[config.mk]
export PLATFORM = sky130hd
export DESIGN_NAME = acc_top
export DESIGN_NICKNAME = d
export VERILOG_FILES = /design/src/acc_top.v /design/src/acc_sync.v /design/src/acc_unit.v
export VERILOG_INCLUDE_DIRS = /design/src /design/src/src
export SDC_FILE = /design/constraint.sdc
export NUM_CORES = 1
export LEC_CHECK = 0
export BUFFER_PORTS_ARGS = -buffer_cell sky130_fd_sc_hd__clkbuf_2
export CAP_MARGIN = 20
export CORE_MARGIN = 2
export CORE_UTILIZATION = 50
export DETAILED_ROUTE_END_ITERATION = 8
export PLACE_DENSITY_LB_ADDON = 0.05
export SYNTH_ARGS = -nofsm -noshare
export SYNTH_HDL_FRONTEND = slang
export SYNTH_SLANG_ARGS = --single-unit
[constraint.sdc]
create_clock -name clk -period 5.55 [get_ports clk]
set_input_delay 0.555 -clock clk [delete_from_list [all_inputs] [get_ports clk]]
set_output_delay 0.555 -clock clk [all_outputs]
set_load 0.1 [all_outputs]
[src/acc_consts.vh]
`ifndef ACC_CONSTS_VH
`define ACC_CONSTS_VH
// Register byte offsets
`define ACC_OFF_MIS      8'h00
`define ACC_OFF_RIS      8'h04
`define ACC_OFF_INTEN    8'h08
`define ACC_OFF_REFCTL   8'h10
`define ACC_OFF_STAT0    8'h20
`define ACC_OFF_CTL0     8'h24
`define ACC_OFF_STAT1    8'h40
`define ACC_OFF_CTL1     8'h44
// Control register fields
`define ACC_CTL_INV_BIT  1
`define ACC_CTL_ISEN_LO  2
`define ACC_CTL_ISEN_HI  3
`define ACC_CTL_SRC_LO   9
`define ACC_CTL_SRC_HI   10
`define ACC_CTL_TOEN_BIT 11
`define ACC_CTL_MASK     32'h00000E0E
// Status register field
`define ACC_STAT_VAL_BIT 1
// Reference control fields
`define ACC_REF_MASK     32'h0000030F
`define ACC_REF_EN_BIT   9
`define ACC_REF_RNG_BIT  8
`define ACC_REF_TAP_HI   3
`define ACC_REF_TAP_LO   0
// Positive source select codes
`define ACC_SRC_OWN0     2'h0
`define ACC_SRC_OWN1     2'h1
`define ACC_SRC_VREF     2'h2
`define ACC_SRC_RSVD     2'h3
// Interrupt sense codes
`define ACC_SENSE_LEVEL  2'h0
`define ACC_SENSE_FALL   2'h1
`define ACC_SENSE_RISE   2'h2
`define ACC_SENSE_BOTH   2'h3
// Reset values
`define ACC_RST_ZERO     32'h00000000
`endif

[src/acc_top.v]
// Function
// [RULE_01] Two independent comparators, output or interrupt
// [RULE_02] Three reference choices per comparator
// [RULE_03] Output 1 when negative below positive
// [RULE_04] Negative from pin, positive selectable
// [RULE_05] Cmp0 codes 00/01 use own pin
// [RULE_06] Cmp0 10 internal reference, 11 reserved
// [RULE_07] Cmp1 code 01 uses cmp0 positive pin
// [RULE_08] Cmp1 code 10 internal reference, interrupt
// [RULE_09] Only cmp0 drives shared output pin
// [RULE_10] Result raises interrupts, optional pin
// [RULE_11] Control, status, reference and interrupt registers
// [RULE_12] Software disables pad digital input buffers
// [RULE_13] Shared pin: cmp0 output or cmp1 input
// [RULE_14] Status register shows current result
// [RULE_15] Results synchronised to system clock
//
// The implementer's own choices: the register offsets and the AHB-Lite register port.
`include "acc_consts.vh"
module acc_top (
  clk,                   // System clock 40 MHz
  rst_n,                 // Synchronous reset, active low
  haddr,                 // AHB address
  htrans,                // AHB transfer type
  hwrite,                // AHB write
  hsize,                 // AHB size
  hwdata,                // AHB write data
  hsel,                  // AHB slave select
  hready,                // AHB ready in
  hrdata,                // AHB read data
  hreadyout,             // AHB ready out
  hresp,                 // AHB response
  cmp0_result_raw,       // Analog result of comparator 0
  cmp1_result_raw,       // Analog result of comparator 1
  cmp0_pos_sel,          // Analog mux select, comparator 0 positive
  cmp1_pos_sel,          // Analog mux select, comparator 1 positive
  ref_enable,            // Reference ladder enable
  ref_range,             // Reference ladder range
  ref_tap,               // Reference ladder tap
  shared_pin_out,        // Shared pin output value
  shared_pin_oe,         // Shared pin output enable
  irq                    // Level interrupt
);
  input  wire        clk;             // Clock
  input  wire        rst_n;           // Reset, active low
  input  wire [31:0] haddr;           // Address
  input  wire [1:0]  htrans;          // Transfer type
  input  wire        hwrite;          // Write
  input  wire [2:0]  hsize;           // Size
  input  wire [31:0] hwdata;          // Write data
  input  wire        hsel;            // Select
  input  wire        hready;          // Ready in
  output reg  [31:0] hrdata;          // Read data
  output wire        hreadyout;       // Ready out
  output wire        hresp;           // Response
  input  wire        cmp0_result_raw; // Comparator 0 result
  input  wire        cmp1_result_raw; // Comparator 1 result
  output wire [1:0]  cmp0_pos_sel;    // Cmp0 positive mux
  output wire [1:0]  cmp1_pos_sel;    // Cmp1 positive mux
  output wire        ref_enable;      // Ladder enable
  output wire        ref_range;       // Ladder range
  output wire [3:0]  ref_tap;         // Ladder tap
  output reg         shared_pin_out;  // Shared pin value
  output reg         shared_pin_oe;   // Shared pin enable
  output reg         irq;             // Interrupt

  localparam NUM_CMP = 2; // Comparator count

  reg  [31:0] ctl_reg [0:NUM_CMP-1]; // Per-comparator control
  reg  [31:0] refctl_reg;            // Reference control
  reg  [1:0]  ris_reg;               // Raw interrupt status
  reg  [1:0]  inten_reg;             // Interrupt enable
  reg  [1:0]  ris_next;              // Next raw status
  reg         wr_pend_reg;           // Write data phase pending
  reg  [7:0]  wr_addr_reg;           // Latched write offset
  wire [NUM_CMP-1:0] raw_in;         // Raw comparator inputs
  wire [NUM_CMP-1:0] result;         // Synchronised results
  wire [NUM_CMP-1:0] evt;            // Event pulses
  wire        addr_phase;            // Valid address phase
  wire        rd_now;                // Read address phase
  wire [7:0]  off;                   // Byte offset
  wire [1:0]  mis;                   // Masked status

  assign raw_in = {cmp1_result_raw, cmp0_result_raw};

  // Decode offset into register identity
  function [3:0] reg_sel;
    input [7:0] o;
    begin
      case (o)
        `ACC_OFF_MIS:    reg_sel = 4'h1;
        `ACC_OFF_RIS:    reg_sel = 4'h2;
        `ACC_OFF_INTEN:  reg_sel = 4'h3;
        `ACC_OFF_REFCTL: reg_sel = 4'h4;
        `ACC_OFF_STAT0:  reg_sel = 4'h5;
        `ACC_OFF_CTL0:   reg_sel = 4'h6;
        `ACC_OFF_STAT1:  reg_sel = 4'h7;
        `ACC_OFF_CTL1:   reg_sel = 4'h8;
        default:         reg_sel = 4'h0;
      endcase
    end
  endfunction

  // Independent comparator units
  genvar g;
  generate
    for (g = 0; g < NUM_CMP; g = g + 1)
    begin : g_unit
      acc_unit u_unit (
        .clk       (clk),
        .rst_n     (rst_n),
        .raw_cmp   (raw_in[g]),
        .invert    (ctl_reg[g][`ACC_CTL_INV_BIT]),
        .sense     (ctl_reg[g][`ACC_CTL_ISEN_HI:`ACC_CTL_ISEN_LO]),
        .result    (result[g]),
        .event_hit (evt[g])
      ); // [RULE_01] [RULE_10]
    end
  endgenerate

  // Positive source selection; negatives are always pins
  assign cmp0_pos_sel = ctl_reg[0][`ACC_CTL_SRC_HI:`ACC_CTL_SRC_LO]; // [RULE_02] [RULE_04]
  assign cmp1_pos_sel = ctl_reg[1][`ACC_CTL_SRC_HI:`ACC_CTL_SRC_LO]; // [RULE_07] [RULE_08]
  assign ref_enable   = refctl_reg[`ACC_REF_EN_BIT];
  assign ref_range    = refctl_reg[`ACC_REF_RNG_BIT];
  assign ref_tap      = refctl_reg[`ACC_REF_TAP_HI:`ACC_REF_TAP_LO];

  // Bus handshake: zero wait states, always OKAY
  assign hreadyout  = 1'b1;
  assign hresp      = 1'b0;
  assign addr_phase = hsel & hready & htrans[1];
  assign rd_now     = addr_phase & ~hwrite;
  assign off        = haddr[7:0];
  assign mis        = ris_reg & inten_reg;

  // Raw status: events set, read of status clears, set wins
  always @*
  begin
    ris_next = ris_reg;
    if (rd_now && (reg_sel(off) == 4'h1 || reg_sel(off) == 4'h2))
      ris_next = 2'b00;
    if (wr_pend_reg && reg_sel(wr_addr_reg) == 4'h1)
      ris_next = ris_next & ~hwdata[1:0];
    ris_next = ris_next | evt; // [RULE_10]
  end

  // Register writes and status update
  always @(posedge clk)
  begin
    if (!rst_n)
    begin
      ctl_reg[0]  <= `ACC_RST_ZERO;
      ctl_reg[1]  <= `ACC_RST_ZERO;
      refctl_reg  <= `ACC_RST_ZERO;
      inten_reg   <= 2'b00;
      ris_reg     <= 2'b00;
      wr_pend_reg <= 1'b0;
      wr_addr_reg <= 8'h00;
    end
    else
    begin
      ris_reg     <= ris_next;
      wr_pend_reg <= addr_phase & hwrite;
      wr_addr_reg <= off;
      if (wr_pend_reg)
      begin
        case (reg_sel(wr_addr_reg)) // [RULE_11]
          4'h3:    inten_reg  <= hwdata[1:0];
          4'h4:    refctl_reg <= hwdata & `ACC_REF_MASK;
          4'h6:    ctl_reg[0] <= hwdata & `ACC_CTL_MASK;
          4'h8:    ctl_reg[1] <= hwdata & `ACC_CTL_MASK;
          default: inten_reg  <= inten_reg;
        endcase
      end
    end
  end

  // Read data registered for the data phase
  always @(posedge clk)
  begin
    if (!rst_n)
      hrdata <= `ACC_RST_ZERO;
    else if (rd_now)
    begin
      case (reg_sel(off))
        4'h1:    hrdata <= {30'h00000000, mis};
        4'h2:    hrdata <= {30'h00000000, ris_reg};
        4'h3:    hrdata <= {30'h00000000, inten_reg};
        4'h4:    hrdata <= refctl_reg;
        4'h5:    hrdata <= {30'h00000000, result[0], 1'b0}; // [RULE_14]
        4'h6:    hrdata <= ctl_reg[0];
        4'h7:    hrdata <= {30'h00000000, result[1], 1'b0}; // [RULE_14]
        4'h8:    hrdata <= ctl_reg[1];
        default: hrdata <= `ACC_RST_ZERO;
      endcase
    end
  end

  // Shared pin carries cmp0 output only; cmp1 never drives it
  always @(posedge clk)
  begin
    if (!rst_n)
    begin
      shared_pin_out <= 1'b0;
      shared_pin_oe  <= 1'b0;
      irq            <= 1'b0;
    end
    else
    begin
      shared_pin_out <= result[0]; // [RULE_05] [RULE_09]
      shared_pin_oe  <= ctl_reg[0][`ACC_CTL_TOEN_BIT]; // [RULE_13]
      irq            <= |(ris_next & inten_reg); // [RULE_06] [RULE_10]
    end
  end
endmodule // acc_top

[src/acc_sync.v]
// Two-flop synchroniser for an asynchronous comparator level
module acc_sync (
  clk,      // System clock
  rst_n,    // Synchronous reset, active low
  async_in, // Raw comparator level
  sync_out  // Level in the clock domain
);
  input  wire clk;      // System clock
  input  wire rst_n;    // Reset, active low
  input  wire async_in; // Raw level
  output reg  sync_out; // Synchronised level

  reg meta_reg; // First stage, read only by second stage

  // Two stages to settle metastability
  always @(posedge clk)
  begin
    if (!rst_n)
    begin
      meta_reg <= 1'b0;
      sync_out <= 1'b0;
    end
    else
    begin
      meta_reg <= async_in; // [RULE_15]
      sync_out <= meta_reg;
    end
  end
endmodule // acc_sync

[src/acc_unit.v]
`include "acc_consts.vh"
// One comparator unit: result sync, inversion and event detection
module acc_unit (
  clk,       // System clock
  rst_n,     // Synchronous reset, active low
  raw_cmp,   // Analog result, 1 when negative input below positive
  invert,    // Invert the result
  sense,     // Interrupt sense selection
  result,    // Synchronised, inverted result
  event_hit  // Event: result level in level mode, one-cycle pulse in edge modes
);
  input  wire       clk;       // System clock
  input  wire       rst_n;     // Reset, active low
  input  wire       raw_cmp;   // Analog result
  input  wire       invert;    // Inversion control
  input  wire [1:0] sense;     // Sense mode
  output reg        result;    // Registered result
  output wire       event_hit; // Event pulse

  wire sync_val; // Synchronised result
  reg  prev_reg; // Previous result for edge detect

  acc_sync u_sync (
    .clk      (clk),
    .rst_n    (rst_n),
    .async_in (raw_cmp),
    .sync_out (sync_val)
  );

  // Register result after inversion
  always @(posedge clk)
  begin
    if (!rst_n)
    begin
      result   <= 1'b0;
      prev_reg <= 1'b0;
    end
    else
    begin
      result   <= sync_val ^ invert; // [RULE_03] [RULE_15]
      prev_reg <= result;
    end
  end

  // Event per sense mode
  assign event_hit = (sense == `ACC_SENSE_LEVEL) ? result :
                     (sense == `ACC_SENSE_FALL)  ? (prev_reg & ~result) :
                     (sense == `ACC_SENSE_RISE)  ? (~prev_reg & result) :
                     (prev_reg ^ result);
endmodule // acc_unit

Word-level counts from Yosys, hierarchy flattened
Memory sizes are Yosys's and may differ from the RTL's. Cells that the tools add are included.

Mux-type cells: 26. Reductions and logical operators: 10. Bitwise operators: 24. Equal/unequal tests: 33.

Operator list (count): one-hot mux 32 bit (8 select lines) (1); one-hot mux 4 bit (8 select lines) (2); equality test 8 x 6 -> 1 bit (second input constant) (4); equality test 8 x 7 -> 1 bit (second input constant) (4); equality test 4 x 3 -> 1 bit (second input constant) (6); equality test 4 x 2 -> 1 bit (second input constant) (4); equality test 8 x 3 -> 1 bit (second input constant) (2); equality test 8 x 4 -> 1 bit (second input constant) (2); equality test 8 x 5 -> 1 bit (second input constant) (2); logical NOT 8 bit (2); 2-to-1 mux 4 bit (4); 2-to-1 mux 1 bit (15); equality test 4 x 1 -> 1 bit (second input constant) (3); 2-to-1 mux 6 bit (2); bitwise AND 1 bit (8); equality test 4 bit (second input constant) (2); bitwise AND 2 bit (3); inverter 1 bit (5); equality test 2 x 1 -> 1 bit (second input constant) (2); equality test 2 bit (second input constant) (2); logical NOT 2 bit (2); 2-to-1 mux 2 bit (2); AND reduction 2 bit (2); bitwise XOR 1 bit (4); 6 further kinds (8).

Input port bits: 76. Memories: 1. Register bits after elaboration: 61. Output and inout bits: 47. Bits in writable memories: 12. Word-level logic and storage cells: 110.

Memory list: ctl_reg (depth 2, bits a word 6, read ports 2, clocked after Yosys merged registers in 0, wr ports 2, line acc_top.v:69) `reg [31:0] ctl_reg [0:NUM_CMP-1];`.

Depth between registers and ports, before layout
Gate-level depths: netlist of run 1.

Depth after elaboration: 11. Gate-level depth with buffers: 8. Gate-level depth less buffers: 7.

Hierarchy
Synthesis of run 1 repeated with hierarchy kept, for this count alone.

Cell total of the unflattened synthesis: 241. Area, all modules: 2468.6 µm².

Modules (own cells, without submodules): acc_top (area each 2123.3 µm², seq. area each 960.9 µm², instances 1, cells each 211); acc_unit (area each 120.1 µm², seq. area each 40.0 µm², instances 2, cells each 11); acc_sync (area each 52.6 µm², seq. area each 40.0 µm², instances 2, cells each 4).

Least setup slack after synthesis of run 1
OpenSTA, ideal clock, no wires.

Path kind: register -> register. Start: reg, netlist name shared_pin_out. End: reg irq. Required time: 5426 ps. Buffers on the path: 0. Library setup time: 124 ps. Setup slack: 3145 ps. Period minus slack after synthesis: 2405 ps. Arrival time: 2281 ps. Stages on the path, launching flop included: 8. Path through: dfxtp_1 > inv_1 > ha_1 > inv_1 > mux4_2 > a22o_1 > a31oi_1 > o22ai_1.

RTL lines: end signal, assigned (line acc_top.v:212) `irq <= |(ris_next & inten_reg);`; end, declared (line acc_top.v:65) `output reg irq;`.

==> flow_metrics.py, run 1 <==
metrics = {
    "synth": {
        "ys_types": 50,
        "synth_cells": 265,
        "synth-xor-area-share": 0.0209,
        "syn_area_per_cell_um2": 9.50,
        "yosysMostFrequentCell": "dfxtp_1",
        "synth_top_area_cell": "dfxtp_1",
        "synth.area.top_cells": "dfxtp_1 29%, edfxtp_1 14%, buf_4 9.2%, nor2_1 4.5%, and2_1 4.2%",
        "yosysWarningCount": 0,
        "ys_seq_area_frac": 0.437,
        "synth_common_cells": "37 x dfxtp_1, 31 x buf_4, 30 x nor2_1, 19 x nand2_1, 17 x and2_1",
        "syn_area_um2": 2520,
        "synth_simple_gate_area_share": 0.215,
        "synth_edf_count": 12,
        "synth_top_family_by_area": "simple AND/OR/NAND/NOR gates",
        "synthArstFlopShare": 0,
        "synth_ff_type": "dfxtp_1",
        "ys_ff_latch": 49,
        "synth_compound_area_frac": 0.108,
        "synthAdderAreaFrac": 0.0238,
        "synth.area.mux_share": 0.0576,
        "synth_top_area_frac": 0.294,
    },
    "timing": {
        "post-route-min-period_ns": 2.43,
        "max_freq_mhz": 411,
        "max_slew_margin": 0.293,
        "worst_pin_slew_ns": 1.05,
        "finClkSkew_ns": 0.0114,
        "timing.setup.tns_ns": 0,
        "drv_slew": 0,
        "setup_violations": 0,
        "finalCritPeriodShare": 0.438,
        "rsz0062_at_grt": "no",
        "hold_violations": 0,
    },
    "hold_path": {
        "hp-start": "g_unit[1].u_unit.u_sync.meta_reg$_SDFF_PN0_",
        "hold_end": "g_unit[1].u_unit.u_sync.sync_out$_SDFF_PN0_",
        "hold_depth": 1,
        "hold_path.class": "flop to flop",
    },
    "floorplanning": {
        "coreArea_um2": 4790,
        "ios": 123,
        "die_h_um": 75.0,
        "row_count": 25,
        "die_width_um": 75.0,
        "start_util": 0.526,
        "dieArea_um2": 5620,
    },
    "clock_network": {
        "cts_max_path_buffers": 2,
        "root_buffer": "clkbuf_8",
        "clk_latency_ns": 0.31,
        "cts_tree": "yes",
        "postCtsSetupBuffers": 0,
        "cts_max_level": 2,
        "hold_buffers": 0,
        "path_clk_slew_ns": 0.10,
        "cts.sink_count": 49,
        "ctsResizeCount": 0,
        "cts_buffers": 5,
    },
    "cells_and_area": {
        "final_cells": 366,
        "largest_reg_flops": 12,
        "final_util": 0.572,
        "nets": 378,
        "drive_gt1_frac": 0.214,
        "final_cell_area_um2": 2740,
        "antenna_cells": 0,
        "seqCellArea_um2": 1100,
        "area_delta_synth_final_pct": 8.59,
        "fillCellCount": 464,
        "multi_input_area_um2": 1170,
    },
    "grt": {
        "grt_start_max_net_pins": 22,
        "gr-total-overflow": 0,
        "grt_pass1_vias": 1711,
        "grt_antenna_before_repair": 0,
        "grtUsageTotal": 0.200,
        "grt_pass1_wl_mm": 8.33,
    },
    "worst_setup_path": {
        "endpoint_kind": "flop",
        "required_ns": 5.48,
        "crit_arrival_ns": 2.36,
        "crit_path_start_kind": "flop",
        "reg2regPathDepth": 4,
        "r2r-end": "ctl_reg[0][5]$_DFFE_PP_",
        "rrSetupSlack_ns": 3.12,
        "cp_max_fo": 8,
        "r2r-start": "wr_addr_reg[6]$_SDFF_PN0_",
        "worstSetupPathType": "flop to flop",
    },
    "detailed_routing": {
        "ant_nets": 0,
        "wl_per_cell_um": 14.0,
        "vias": 1848,
        "drc": 0,
        "avgViaCountPerCell": 5.05,
        "firstDrtPassIters": 4,
        "wirelength_mm": 5.14,
        "drtIter0Drc": 66,
    },
    "placed_design": {
        "place_congestion": 0.836,
        "hpwl_mm": 3.89,
        "port_buffers": 44,
        "dp.cells": 358,
        "place_area_um2": 2620,
    },
    "run": {
        "max_cap_violations": 0,
    },
    "status": {
        "status": "completed",
    },
    "pwr": {
        "irDropWorstVdd_mv": 0.139,
        "p_leak_uw": 0.00113,
        "powerDensity_nw_per_um2": 292,
    },
}
==> critical path, stage by stage, from the launching register on <==
cell	delay, ns
dfxtp_1	0.50
xor2_1	0.18
a22oi_1	0.10
or3_1	0.39
o31ai_1	0.89
==> cells by family (layout without fill, tap and decap cells) <==
kind of cell / count (synthesis) / count (layout)
simple gates: 98 / 98
buf+inv: 54 / 64
flops: 49 / 49
compound gates: 39 / 39
mux: 12 / 12
xor+xnor: 6 / 6
fa+ha+maj: 5 / 5
other cells: 2 / 26
==> power breakdown <==
part	total, uW	switching, uW	leakage [uW]	internal (uW)
Clock	259	124	0.0000543	135
Sequential	387	9.42	0.000417	378
Combinational	153	128	0.000658	24.7
==> how the worst max path moves through the flow <==
stage,from,to,slack (ns),depth (start not counted)
after floorplan,shared_pin_out$_SDFF_PN0_,irq$_SDFF_PN0_,3.14,7
final,wr_addr_reg[6]$_SDFF_PN0_,ctl_reg[0][5]$_DFFE_PP_,3.12,4
after detailed placement,wr_addr_reg[6]$_SDFF_PN0_,ctl_reg[0][4]$_DFFE_PP_,3.11,4
after global routing,wr_addr_reg[1]$_SDFF_PN0_,ctl_reg[0][2]$_DFFE_PP_,2.93,6
after global placement,wr_addr_reg[6]$_SDFF_PN0_,ctl_reg[0][4]$_DFFE_PP_,3.12,4
after CTS,wr_addr_reg[6]$_SDFF_PN0_,ctl_reg[0][5]$_DFFE_PP_,3.09,4
==> routing by layer <==
metal	GRT usage	vias up	routed length, um
met5	0	-	0
met2	0.307	74	2210
li1	-	924	-
met1	0.288	844	2550
met3	0.0388	6	319
met4	0.0595	0	55
==> placed cells by master (no fill, tap or decap), types with 5 or more instances in the layout <==
| master | instances |
|---|---|
| a21oi_1 | 7 |
| o21ai_0 | 5 |
| mux2i_1 | 10 |
| nor3_1 | 5 |
| clkbuf_2 | 44 |
| dfxtp_1 | 37 |
| a22o_1 | 8 |
| and2_1 | 17 |
| inv_1 | 10 |
| nor2_1 | 30 |
| clkbuf_8 | 5 |
| conb_1 | 26 |
| nand2_1 | 19 |
| edfxtp_1 | 12 |
==> final cells by class <==
type / instances / share of cell area
flip-flops and latches: 49 / 0.403
clock buffers: 5 / 0.0252
well taps: 67 / 0.0306
repair buffers: 44 / 0.0805
multi-input cells: 186 / 0.428
inverters: 12 / 0.0165
clock inverters: 3 / 0.0169
==> stage by stage <==
stage                     hold WS, ns  total power, uW  setup WS, ns
after global placement          0.415              548          3.12
after detailed placement        0.425              549          3.11
final                           0.440              799          3.12
after CTS                       0.444              803          3.09
after floorplan                 0.412              544          3.14
after global routing            0.460              832          2.93
No activity file was read; power rests on OpenSTA's default activity.
==> run 2, diff against run 1 <==
--- a/config.mk
+++ b/config.mk
@@ -9,7 +9,7 @@
 export BUFFER_PORTS_ARGS = -buffer_cell sky130_fd_sc_hd__clkbuf_2
 export CAP_MARGIN = 20
 export CORE_MARGIN = 2
-export CORE_UTILIZATION = 50
+export CORE_UTILIZATION = 42
 export DETAILED_ROUTE_END_ITERATION = 8
 export PLACE_DENSITY_LB_ADDON = 0.05
 export SYNTH_ARGS = -nofsm -noshare
==> constraint.sdc (replaced) <==
create_clock -name clk -period 2.2 [get_ports clk]
set_input_delay 0.22 -clock clk [delete_from_list [all_inputs] [get_ports clk]]
set_output_delay 0.22 -clock clk [all_outputs]
set_load 0.1 [all_outputs]
==> flow_metrics.py, run 2 (synthesis results as in run 1) <==
metrics = {
    "pwr": {
        "irDropWorstVdd_mv": 0.413,
        "powerDensity_nw_per_um2": 696,
        "p_leak_uw": 0.00117,
    },
    "worst_setup_path": {
        "crit_path_max_incr_delay_ns": 0.50,
        "endpoint_kind": "flop",
        "required_ns": 2.37,
        "critPathSlowestCell": "dfxtp_1",
        "cp_max_fo": 8,
        "crit_chain": "xor2_1 -> a22oi_1 -> or3_1 -> o21ai_1 -> and4_1 -> and2_1",
        "crit_path_start_kind": "flop",
        "worstSetupPathType": "flop to flop",
        "crit_arrival_ns": 2.09,
    },
    "clock_network": {
        "cts_tree": "yes",
        "clk_latency_ns": 0.30,
        "root_buffer": "clkbuf_8",
        "hold_buffers": 0,
        "cts_buffers": 5,
        "postCtsSetupBuffers": 0,
        "cts_max_path_buffers": 2,
        "ctsResizeCount": 0,
        "path_clk_slew_ns": 0.09,
        "cts_max_level": 2,
        "cts.sink_count": 49,
    },
    "timing": {
        "timing.setup.tns_ns": 0,
        "hold_violations": 0,
        "max_freq_mhz": 521,
        "setup_violations": 0,
        "rsz0062_at_grt": "no",
        "finClkSkew_ns": 0.00550,
        "finalCritPeriodShare": 0.873,
        "worst_pin_slew_ns": 0.543,
        "max_slew_margin": 0.639,
        "drv_slew": 0,
        "post-route-min-period_ns": 1.92,
    },
    "detailed_routing": {
        "drtIter0Drc": 138,
        "avgViaCountPerCell": 4.93,
        "wirelength_mm": 5.54,
        "ant_nets": 0,
        "vias": 1888,
        "wl_per_cell_um": 14.5,
        "drc": 0,
        "firstDrtPassIters": 4,
    },
    "floorplanning": {
        "dieArea_um2": 6630,
        "row_count": 28,
        "die_width_um": 81.4,
        "coreArea_um2": 5850,
        "die_h_um": 81.4,
        "ios": 123,
        "start_util": 0.430,
    },
    "grt": {
        "gr-total-overflow": 0,
        "grt_antenna_before_repair": 0,
        "grt_pass1_vias": 1727,
        "grt_pass1_wl_mm": 8.81,
        "grtUsageTotal": 0.180,
        "grt_start_max_net_pins": 22,
    },
    "placed_design": {
        "place_congestion": 0.856,
        "hpwl_mm": 4.24,
        "port_buffers": 44,
        "place_area_um2": 2700,
    },
    "cells_and_area": {
        "nets": 387,
        "largest_reg_flops": 12,
        "mostFrequentLayoutCells": "44 x clkbuf_2, 36 x dfxtp_1, 30 x nor2_1, 26 x conb_1, 19 x nand2_1",
        "area_delta_synth_final_pct": 10.9,
        "final_common_cell": "clkbuf_2",
        "final_cell_area_um2": 2790,
        "drive_gt1_frac": 0.237,
        "antenna_cells": 0,
    },
    "run": {
        "max_cap_violations": 0,
    },
    "hold_path": {
        "hold_path.class": "input pin to flop",
    },
    "status": {
        "status": "completed",
    },
}
[run 2: critical path: cells and delay by family (launching register included)]
kind | cells | cell delay, ns
compound gates | 2 | 0.22
xor+xnor | 1 | 0.17
flops | 1 | 0.50
simple gates | 3 | 0.89
[run 2: report_power, final]
part	internal [uW]	switching [uW]	total, uW
clock network	256	313	569
logic	70.5	327	398
registers	954	23.8	977
[run 2: cell type report]
type / count / area (um2)
Tap cell: 75 / 93.8
Fill cell: 583 / 3060
Clock buffer: 6 / 82.6
Multi-Input combinational cell: 186 / 1170
Inverter: 12 / 45.0
Sequential cell: 49 / 1100
Timing Repair Buffer: 53 / 288
Clock inverter: 2 / 12.5
[run 2: layer usage]
metal	share of wire	up-vias	track usage
met3	0.049	4	0.0374
met1	0.48	882	0.250
met2	0.47	62	0.288
met5	0	-	0
met4	0.0079	0	0.0407
li1	-	940	-
[run 2: worst paths after layout]
path	from	slack, ns	endpoint	depth (start not counted)
max	wr_addr_reg[6]$_SDFF_PN0_	0.28	ctl_reg[0][9]$_DFFE_PP_	6
min	cmp0_result_raw	0.12	g_unit[0].u_unit.u_sync.meta_reg$_SDFF_PN0_	2
max reg2reg	wr_addr_reg[6]$_SDFF_PN0_	0.28	ctl_reg[0][9]$_DFFE_PP_	6
min reg2reg	g_unit[0].u_unit.u_sync.meta_reg$_SDFF_PN0_	0.45	g_unit[0].u_unit.u_sync.sync_out$_SDFF_PN0_	1
[run 2: stage by stage]
| step | worst slack, ns | hold slack (ns) | utilization | std cells | total power, uW |
|---|---|---|---|---|---|
| detailed placement | 0.273 | 0.428 | 0.461 | 375 | 1400 |
| finish | 0.280 | 0.122 | 0.478 | 383 | 1940 |
| floorplan | 0.125 | 0.334 | - | 289 | 1370 |
| global placement | 0.265 | 0.415 | 0.461 | 375 | 1400 |
| CTS | 0.260 | 0.118 | 0.478 | 383 | 1960 |
| global route | 0.119 | 0.122 | 0.478 | 383 | 2020 |
